===== src/prc_params.svh =====
// Constants for the peripheral soft reset control block.
// Assumes inclusion by the package, the design module and the testbench.
`ifndef PRC_PARAMS_SVH
`define PRC_PARAMS_SVH

// ==========================================================
// Register byte offsets
`define PRC_OFS_CTRL0     12'h040
`define PRC_OFS_CTRL1     12'h044
`define PRC_ADDR_W        12

// ==========================================================
// Reset values and implemented bits
`define PRC_RST_VAL       32'h0000_0000
`define PRC_IMPL0         32'h0001_0048
`define PRC_IMPL1         32'h030F_5033

// ==========================================================
// Field positions, first register
`define PRC_B_ADC0        16
`define PRC_B_HIBERNATE   6
`define PRC_B_WATCHDOG    3
// Field positions, second register
`define PRC_B_CMP1        25
`define PRC_B_CMP0        24
`define PRC_B_TMR_HI      19
`define PRC_B_TMR_LO      16
`define PRC_B_TW1         14
`define PRC_B_TW0         12
`define PRC_B_SS1         5
`define PRC_B_SS0         4
`define PRC_B_AS1         1
`define PRC_B_AS0         0

// ==========================================================
// Bus responses
`define PRC_RESP_OKAY     2'h0
`define PRC_RESP_SLVERR   2'h2

`endif


===== src/prc_pkg.sv =====
// Types for the peripheral soft reset control block.
// Assumes prc_params.svh is on the include path.
`default_nettype none
`include "prc_params.svh"

package prc_pkg;

	typedef struct packed {
		logic        adc0;
		logic        hibernation;
		logic        watchdog;
		logic [1:0]  comparator;
		logic [3:0]  gp_counter;
		logic [1:0]  two_wire;
		logic [1:0]  sync_serial;
		logic [1:0]  async_serial;
	} prc_resets_t;

	typedef enum logic [1:0] {
		PRC_W_IDLE,
		PRC_W_RESP
	} prc_wstate_t;

endpackage

`default_nettype wire


===== src/prc_soft_reset.sv =====
// Software reset control registers with per-peripheral reset outputs.
// Assumes an AXI4-Lite master on clk and capability masks held stable by
// the system control logic around this block.
`timescale 1ns/1ps
`default_nettype none

`include "prc_params.svh"

// Contract
// - First register writes masked by first capability
// - Second register writes masked by second capability
// - Bit 16 resets converter 0
// - Bit 6 resets hibernation module
// - Bit 3 resets watchdog
// - Bits 25/24 reset comparators 1/0
// - Bits 19..16 reset counters 3..0
// - Bits 14/12 reset two-wire units 1/0
// - Bits 5/4 reset sync serial 1/0
// - Bits 1/0 reset async serial 1/0
// - Unassigned bits read zero, ignore writes
// - Both registers clear on system reset
module prc_soft_reset (
	input  wire logic                 clk,
	input  wire logic                 sys_rst,
	input  wire logic [31:0]          capability_mask_first,
	input  wire logic [31:0]          capability_mask_second,
	input  wire logic [11:0]          s_axi_awaddr,
	input  wire logic [2:0]           s_axi_awprot,
	input  wire logic                 s_axi_awvalid,
	output logic                      s_axi_awready,
	input  wire logic [31:0]          s_axi_wdata,
	input  wire logic [3:0]           s_axi_wstrb,
	input  wire logic                 s_axi_wvalid,
	output logic                      s_axi_wready,
	output logic [1:0]                s_axi_bresp,
	output logic                      s_axi_bvalid,
	input  wire logic                 s_axi_bready,
	input  wire logic [11:0]          s_axi_araddr,
	input  wire logic [2:0]           s_axi_arprot,
	input  wire logic                 s_axi_arvalid,
	output logic                      s_axi_arready,
	output logic [31:0]               s_axi_rdata,
	output logic [1:0]                s_axi_rresp,
	output logic                      s_axi_rvalid,
	input  wire logic                 s_axi_rready,
	output prc_pkg::prc_resets_t      periph_reset
);
	import prc_pkg::*;

	// ==========================================================
	// Helpers
	function automatic logic [31:0] strb_mask(input logic [3:0] s);
		strb_mask = {{8{s[3]}}, {8{s[2]}}, {8{s[1]}}, {8{s[0]}}};
	endfunction

	function automatic logic [31:0] merge_write(input logic [31:0] old, input logic [31:0] wd,
	                                            input logic [31:0] en);
		merge_write = (old & ~en) | (wd & en);
	endfunction

	// ==========================================================
	// State
	logic [31:0]  ctrl0;
	logic [31:0]  ctrl1;
	logic [31:0]  next_ctrl0;
	logic [31:0]  next_ctrl1;
	prc_wstate_t  wstate;
	prc_wstate_t  next_wstate;
	logic         aw_held;
	logic         w_held;
	logic         next_aw_held;
	logic         next_w_held;
	logic [11:0]  aw_addr;
	logic [11:0]  next_aw_addr;
	logic [31:0]  w_data;
	logic [31:0]  next_w_data;
	logic [3:0]   w_strb;
	logic [3:0]   next_w_strb;
	logic [1:0]   bresp;
	logic [1:0]   next_bresp;
	logic         rvalid;
	logic         next_rvalid;
	logic [31:0]  rdata;
	logic [31:0]  next_rdata;
	logic [1:0]   rresp;
	logic [1:0]   next_rresp;
	logic [31:0]  en0;
	logic [31:0]  en1;
	logic         do_write;

	assign s_axi_awready = (wstate == PRC_W_IDLE) && !aw_held;
	assign s_axi_wready  = (wstate == PRC_W_IDLE) && !w_held;
	assign s_axi_bvalid  = (wstate == PRC_W_RESP);
	assign s_axi_bresp   = bresp;
	assign s_axi_arready = !rvalid;
	assign s_axi_rvalid  = rvalid;
	assign s_axi_rdata   = rdata;
	assign s_axi_rresp   = rresp;

	// ==========================================================
	// Write channel
	always_comb begin
		next_wstate  = wstate;
		next_aw_held = aw_held;
		next_w_held  = w_held;
		next_aw_addr = aw_addr;
		next_w_data  = w_data;
		next_w_strb  = w_strb;
		next_bresp   = bresp;
		do_write     = 1'b0;
		case (wstate)
			PRC_W_IDLE: begin
				if (s_axi_awvalid && s_axi_awready) begin
					next_aw_held = 1'b1;
					next_aw_addr = s_axi_awaddr;
				end
				if (s_axi_wvalid && s_axi_wready) begin
					next_w_held = 1'b1;
					next_w_data = s_axi_wdata;
					next_w_strb = s_axi_wstrb;
				end
				// Both halves held: commit one cycle after the later one
				if (aw_held && w_held) begin
					do_write     = 1'b1;
					next_aw_held = 1'b0;
					next_w_held  = 1'b0;
					next_wstate  = PRC_W_RESP;
					if (aw_addr == `PRC_OFS_CTRL0 || aw_addr == `PRC_OFS_CTRL1) begin
						next_bresp = `PRC_RESP_OKAY;
					end else begin
						next_bresp = `PRC_RESP_SLVERR;
					end
				end
			end
			PRC_W_RESP: begin
				if (s_axi_bready) begin
					next_wstate = PRC_W_IDLE;
				end
			end
			default: next_wstate = PRC_W_IDLE;
		endcase
	end

	// ==========================================================
	// Reset control registers
	always_comb begin
		next_ctrl0 = ctrl0;
		next_ctrl1 = ctrl1;
		en0 = strb_mask(w_strb) & capability_mask_first & `PRC_IMPL0;
		en1 = strb_mask(w_strb) & capability_mask_second & `PRC_IMPL1;
		if (do_write) begin
			if (aw_addr == `PRC_OFS_CTRL0) begin
				next_ctrl0 = merge_write(ctrl0, w_data, en0);
			end else if (aw_addr == `PRC_OFS_CTRL1) begin
				next_ctrl1 = merge_write(ctrl1, w_data, en1);
			end
		end
	end

	// ==========================================================
	// Read channel
	always_comb begin
		next_rvalid = rvalid;
		next_rdata  = rdata;
		next_rresp  = rresp;
		if (rvalid && s_axi_rready) begin
			next_rvalid = 1'b0;
		end
		if (s_axi_arvalid && !rvalid) begin
			next_rvalid = 1'b1;
			if (s_axi_araddr == `PRC_OFS_CTRL0) begin
				next_rdata = ctrl0;
				next_rresp = `PRC_RESP_OKAY;
			end else if (s_axi_araddr == `PRC_OFS_CTRL1) begin
				next_rdata = ctrl1;
				next_rresp = `PRC_RESP_OKAY;
			end else begin
				next_rdata = `PRC_RST_VAL;
				next_rresp = `PRC_RESP_SLVERR;
			end
		end
	end

	// ==========================================================
	// Registers
	always_ff @(posedge clk) begin
		if (sys_rst) begin
			ctrl0   <= `PRC_RST_VAL;
			ctrl1   <= `PRC_RST_VAL;
			wstate  <= PRC_W_IDLE;
			aw_held <= 1'b0;
			w_held  <= 1'b0;
			aw_addr <= '0;
			w_data  <= `PRC_RST_VAL;
			w_strb  <= 4'h0;
			bresp   <= `PRC_RESP_OKAY;
			rvalid  <= 1'b0;
			rdata   <= `PRC_RST_VAL;
			rresp   <= `PRC_RESP_OKAY;
		end else begin
			ctrl0   <= next_ctrl0;
			ctrl1   <= next_ctrl1;
			wstate  <= next_wstate;
			aw_held <= next_aw_held;
			w_held  <= next_w_held;
			aw_addr <= next_aw_addr;
			w_data  <= next_w_data;
			w_strb  <= next_w_strb;
			bresp   <= next_bresp;
			rvalid  <= next_rvalid;
			rdata   <= next_rdata;
			rresp   <= next_rresp;
		end
	end

	// ==========================================================
	// Reset outputs, straight from flip-flops so no glitch reaches a unit
	always_comb begin
		periph_reset.adc0         = ctrl0[`PRC_B_ADC0];
		periph_reset.hibernation  = ctrl0[`PRC_B_HIBERNATE];
		periph_reset.watchdog     = ctrl0[`PRC_B_WATCHDOG];
		periph_reset.comparator   = {ctrl1[`PRC_B_CMP1], ctrl1[`PRC_B_CMP0]};
		periph_reset.gp_counter   = ctrl1[`PRC_B_TMR_HI:`PRC_B_TMR_LO];
		periph_reset.two_wire     = {ctrl1[`PRC_B_TW1], ctrl1[`PRC_B_TW0]};
		periph_reset.sync_serial  = {ctrl1[`PRC_B_SS1], ctrl1[`PRC_B_SS0]};
		periph_reset.async_serial = {ctrl1[`PRC_B_AS1], ctrl1[`PRC_B_AS0]};
	end
endmodule

`default_nettype wire


===== config.mk =====
export PLATFORM = sky130hd
export DESIGN_NAME = prc_soft_reset
export DESIGN_NICKNAME = d
export VERILOG_FILES = /design/src/prc_pkg.sv /design/src/prc_soft_reset.sv
export VERILOG_INCLUDE_DIRS = /design/src
export SDC_FILE = /design/constraint.sdc
export NUM_CORES = 1
export LEC_CHECK = 0
export ABC_CLOCK_PERIOD_IN_PS = 3000
export BUFFER_PORTS_ARGS = -buffer_cell sky130_fd_sc_hd__clkbuf_2
export CAP_MARGIN = 5
export CORE_MARGIN = 1
export CORE_UTILIZATION = 44
export DETAILED_ROUTE_END_ITERATION = 10
export PLACE_DENSITY = 0.95
export SYNTH_ARGS = -nofsm -noshare
export SYNTH_HDL_FRONTEND = slang
export SYNTH_SLANG_ARGS = --single-unit
export TNS_END_PERCENT = 1

===== constraint.sdc =====
create_clock -name clk -period 3 [get_ports clk]
set_clock_uncertainty 0.05 [all_clocks]
set_input_delay 0 -clock clk [delete_from_list [all_inputs] [get_ports clk]]
set_output_delay 0 -clock clk [all_outputs]
set_load 0.02 [all_outputs]

==> run summary <==
The run gives 27.9% as the met1 usage. The tools report the total congestion overflow as 0. The post-synthesis simple-gate area fraction is 24.0%, and the final instance area is 3790 um^2.

The most used flip-flop cell after synthesis is sky130_fd_sc_hd__dfxtp_1. Leading area contributor after synthesis: sky130_fd_sc_hd__dfxtp_1. The run finished with clean final reports. The total inserted antenna cells is 0, and the proportion of layout cells with a drive suffix above 1 is 26.0%. Standard-cell row count: 27. Buffers placed on the I/O ports in this run total 99. Derived from the worst setup path, the maximum achievable clock frequency is 0.525 GHz. The tools report the clock latency on the worst-skew pair as 340 ps. After layout, the worst path uses 63.5% of the clock period. The width of the die was 79.7 um; the first-iteration detailed-routing DRC count was 157.

The min-delay analysis places its worst path in the category input pin to flip-flop. Type of element launching the critical path: a flip-flop. The number of hold-slack violations in the final timing report is 0, and the xor and xnor fraction of the mapped netlist area is 0%.

The area of the multi-input gates was 1180 um^2. The run gives 0 as the count of yosys warnings during synthesis. The leakage power summed over all cells was 1.65 nW. The run gives 2517 as the via count of the first global-routing pass.

Total power for the finished layout comes to 0.00191 W. Along the worst path, the maximum fanout reaches 10. The die covers 6350 um^2.

For the max-capacitance violation count, the log shows 0. The cell area power density was 504 nW/um^2; the clock transition at the registers of the reported paths was 70 ps. Once the floorplan was initialized, standard cells occupied 46.8% of the core. The switching part of the total power is 27.1%, and the combined area of all synthesized cells is 2660 um^2. The tools report the final weighted congestion in routability-driven placement as 0.721. The register-to-register setup slack is 1090 ps, and the largest net degree at the start of global routing is 50. The worst setup path is captured at a flip-flop. Global-route wire length before repair: 11.4 mm.

The H-tree was split into 3 levels. The tools report the sum of net half-perimeters after detailed placement as 4.65 mm. The number of unique standard cell types used by synthesis was 31. After synthesis, the largest family of logic cells by area is simple AND/OR/NAND/NOR gates.

Counting instances in the post-synthesis netlist gives the leading cell types as 74 x sky130_fd_sc_hd__nand2_1, 65 x sky130_fd_sc_hd__dfxtp_1, 48 x sky130_fd_sc_hd__a21oi_1. The share of the synthesized area in compound gates (AO/OA/AOI/OAI) was 17.1%. Headroom to the max-slew limit came out at 45.2%. Actual transition at the worst max-transition pin: 818 ps. The run gives 0.000518 W as the net load switching power.

The setup path with the least slack is of type flip-flop to flip-flop. The floorplan step set the die height to 79.7 um. For this run, asynchronously set or reset flops after synthesis account for 0%.

The final layout net count was 598. For the number of antenna violations at the first check in global routing, the log shows 0. The number of instances in the synthesized netlist came out at 317. Counting cells, the worst reg-to-reg path comes to 4.

The routed length per placed instance was 13.5 um. In the final layout, flip-flops and latches occupy 1300 um^2. Global routing used 40.9% of the available met2 tracks. In this run, synthesis inferred 0 flip-flops with an integrated enable.

Worst path arrival time: 2070 ps. In the routed design, unresolved DRC markers number 0. In the global route stage, overall resource usage came out at 23.6%. For the number of nets with antenna violations after routing, the log shows 0. Cell with the most instances after synthesis: sky130_fd_sc_hd__nand2_1. The first TritonRoute pass finished after 5 iterations.

The global routing's busiest layer is met2. Mean instance size in the synthesized netlist: 8.38 um^2. The fraction of synthesized cell area taken by the top area cell type was 49.0%. The cell area after placement was 3100 um^2. Setup repair after global routing left no endpoint under its margin. The library cell used as clock root buffer is sky130_fd_sc_hd__clkbuf_8. Dividing the detail-routed via count by the number of cells gives 5.01. The max-slew violation total from the final report is 0.

First element of the critical path: aw_addr[7]$_SDFFE_PP0P_. Setup violations remaining at the end of the flow were counted as 0. During I/O placement, the number of pins put on the boundary was 193. The met3 routing resource usage after global routing was 5.26%; the maximum VDD drop was 401 uV. In this run, synthesis produced a sequential element count of 65.

The part of the power in the clock network is 38.5%. The number of clock sinks was 65; the internal power component was 0.00139 W. For this block, the routed nets add up to 7.27 mm of wire. The sequential element share of the synthesized area is 49.0%.

Compared with the post-synthesis result, the final layout area differs by 42.9%. Once layout is complete, the utilization of the core stands at 66.9%. Sequential cells burn 48.4% of the power. STA puts the critical path data required time at 3160 ps. Of the total power, combinational logic draws 13.0%.

In this run the critical register-to-register path is launched from aw_addr[7]$_SDFFE_PP0P_. The number of buffers between clock root and the deepest sink was 2; the area inside the core boundary was 5680 um^2. Summing the areas of all fa, ha and maj instances in the mapped netlist gives 0% of the synthesized area. The number of gates given a new drive strength after cts was 0; the number of buffers added by the clock tree synthesis step was 9. After layout, the minimum clock period comes to 1910 ps. Yosys attributes the largest share of cell area to sky130_fd_sc_hd__dfxtp_1 49%, sky130_fd_sc_hd__nand2_1 10%, sky130_fd_sc_hd__a21oi_1 9.0%.

Measured against the total synthesized area, the mux share comes to 0.424%. The logs give 504 for the number of fill cells and 2698 for the vias after detailed routing. In the final timing run, aggregate negative setup slack is 0 ps. TritonCTS built the clock tree.
-- layout make-up --
cell class / instances / area share, %
clock buffers: 10 / 3.36
clock inverters: 6 / 1.78
inverters: 7 / 0.692
multi-input cells: 228 / 31.1
flip-flops and latches: 65 / 34.3
well taps: 72 / 2.37
repair buffers: 150 / 26.4
-- worst max-delay path: stages (launching register included) --
cell                      delay (ps)
sky130_fd_sc_hd__dfxtp_1         350
sky130_fd_sc_hd__nor4b_4         420
sky130_fd_sc_hd__nand4_1         530
sky130_fd_sc_hd__o21ai_0         350
sky130_fd_sc_hd__a21oi_1          90
-- power by group through the flow --
| stage | combinational, W | clock, W | sequential, W |
|---|---|---|---|
| 6_report | 0.000249 | 0.000736 | 0.000926 |
| 5_1_grt | 0.000275 | 0.000789 | 0.000930 |
| 4_1_cts | 0.000246 | 0.000750 | 0.000925 |
| 3_5_place_dp | 0.000195 | 0 | 0.000944 |
| 3_3_place_gp | 0.000190 | 0 | 0.000942 |
| 2_1_floorplan | 0.000146 | 0 | 0.000939 |
-- cell families (layout without fill, tap and decap cells) --
kind of cell / count (synthesis) / count (layout)
AOI/OAI and AO/OA: 80 / 80
buffers and inverters: 43 / 173
DFF: 65 / 65
muxes: 1 / 1
other: 1 / 20
and+or+nand+nor: 127 / 127
-- cells in the final DEF (no fill, tap or decap), types with 3 or more instances in the layout --
| master | Yosys | final |
|---|---|---|
| sky130_fd_sc_hd__a21oi_1 | 48 | 48 |
| sky130_fd_sc_hd__a22o_1 | 11 | 11 |
| sky130_fd_sc_hd__and2_1 | 4 | 4 |
| sky130_fd_sc_hd__clkbuf_2 | 0 | 99 |
| sky130_fd_sc_hd__clkbuf_8 | 0 | 9 |
| sky130_fd_sc_hd__conb_1 | 1 | 20 |
| sky130_fd_sc_hd__dfxtp_1 | 65 | 65 |
| sky130_fd_sc_hd__dlygate4sd3_1 | 0 | 50 |
| sky130_fd_sc_hd__inv_1 | 7 | 7 |
| sky130_fd_sc_hd__nand2_1 | 74 | 74 |
| sky130_fd_sc_hd__nand3_1 | 4 | 4 |
| sky130_fd_sc_hd__nand4_1 | 14 | 14 |
| sky130_fd_sc_hd__nor2_1 | 13 | 13 |
| sky130_fd_sc_hd__nor3_1 | 3 | 3 |
| sky130_fd_sc_hd__o21ai_0 | 17 | 17 |
-- layer usage --
metal / vias to the layer above / routed length, um
met5: - / 0
met4: 0 / 84
met3: 9 / 551
met2: 124 / 3520
met1: 1224 / 3110
li1: 1341 / -
-- timing repair --
item | CTS | global route
hold buffers | 50 | 0
buffers inserted | 0 | 0
hold endpoints to repair | 50 | 0
-- worst min path at each step --
stage | from | slack [ps] | cells after the start | endpoint
floorplan | s_axi_rready | 50 | 1 | s_axi_rvalid$_SDFFE_PP0P_
CTS | s_axi_araddr[2] | 20 | 4 | s_axi_rdata[16]$_SDFFE_PP0P_
global route | s_axi_araddr[2] | 60 | 4 | s_axi_rdata[16]$_SDFFE_PP0P_
detailed placement | s_axi_rready | 150 | 2 | s_axi_rvalid$_SDFFE_PP0P_
global placement | s_axi_rready | 140 | 2 | s_axi_rvalid$_SDFFE_PP0P_
finish | s_axi_araddr[2] | 30 | 4 | s_axi_rdata[16]$_SDFFE_PP0P_
-- per-stage QoR --
stage	std cells	hold slack (ps)	setup WS, ps
2_1_floorplan	336	49.0	1410
3_3_place_gp	472	142	1210
3_5_place_dp	472	147	1130
4_1_cts	538	19.8	1110
5_1_grt	538	58.4	1010
6_report	538	33.8	1090
Note: power is estimated with default switching activity, not from simulation.
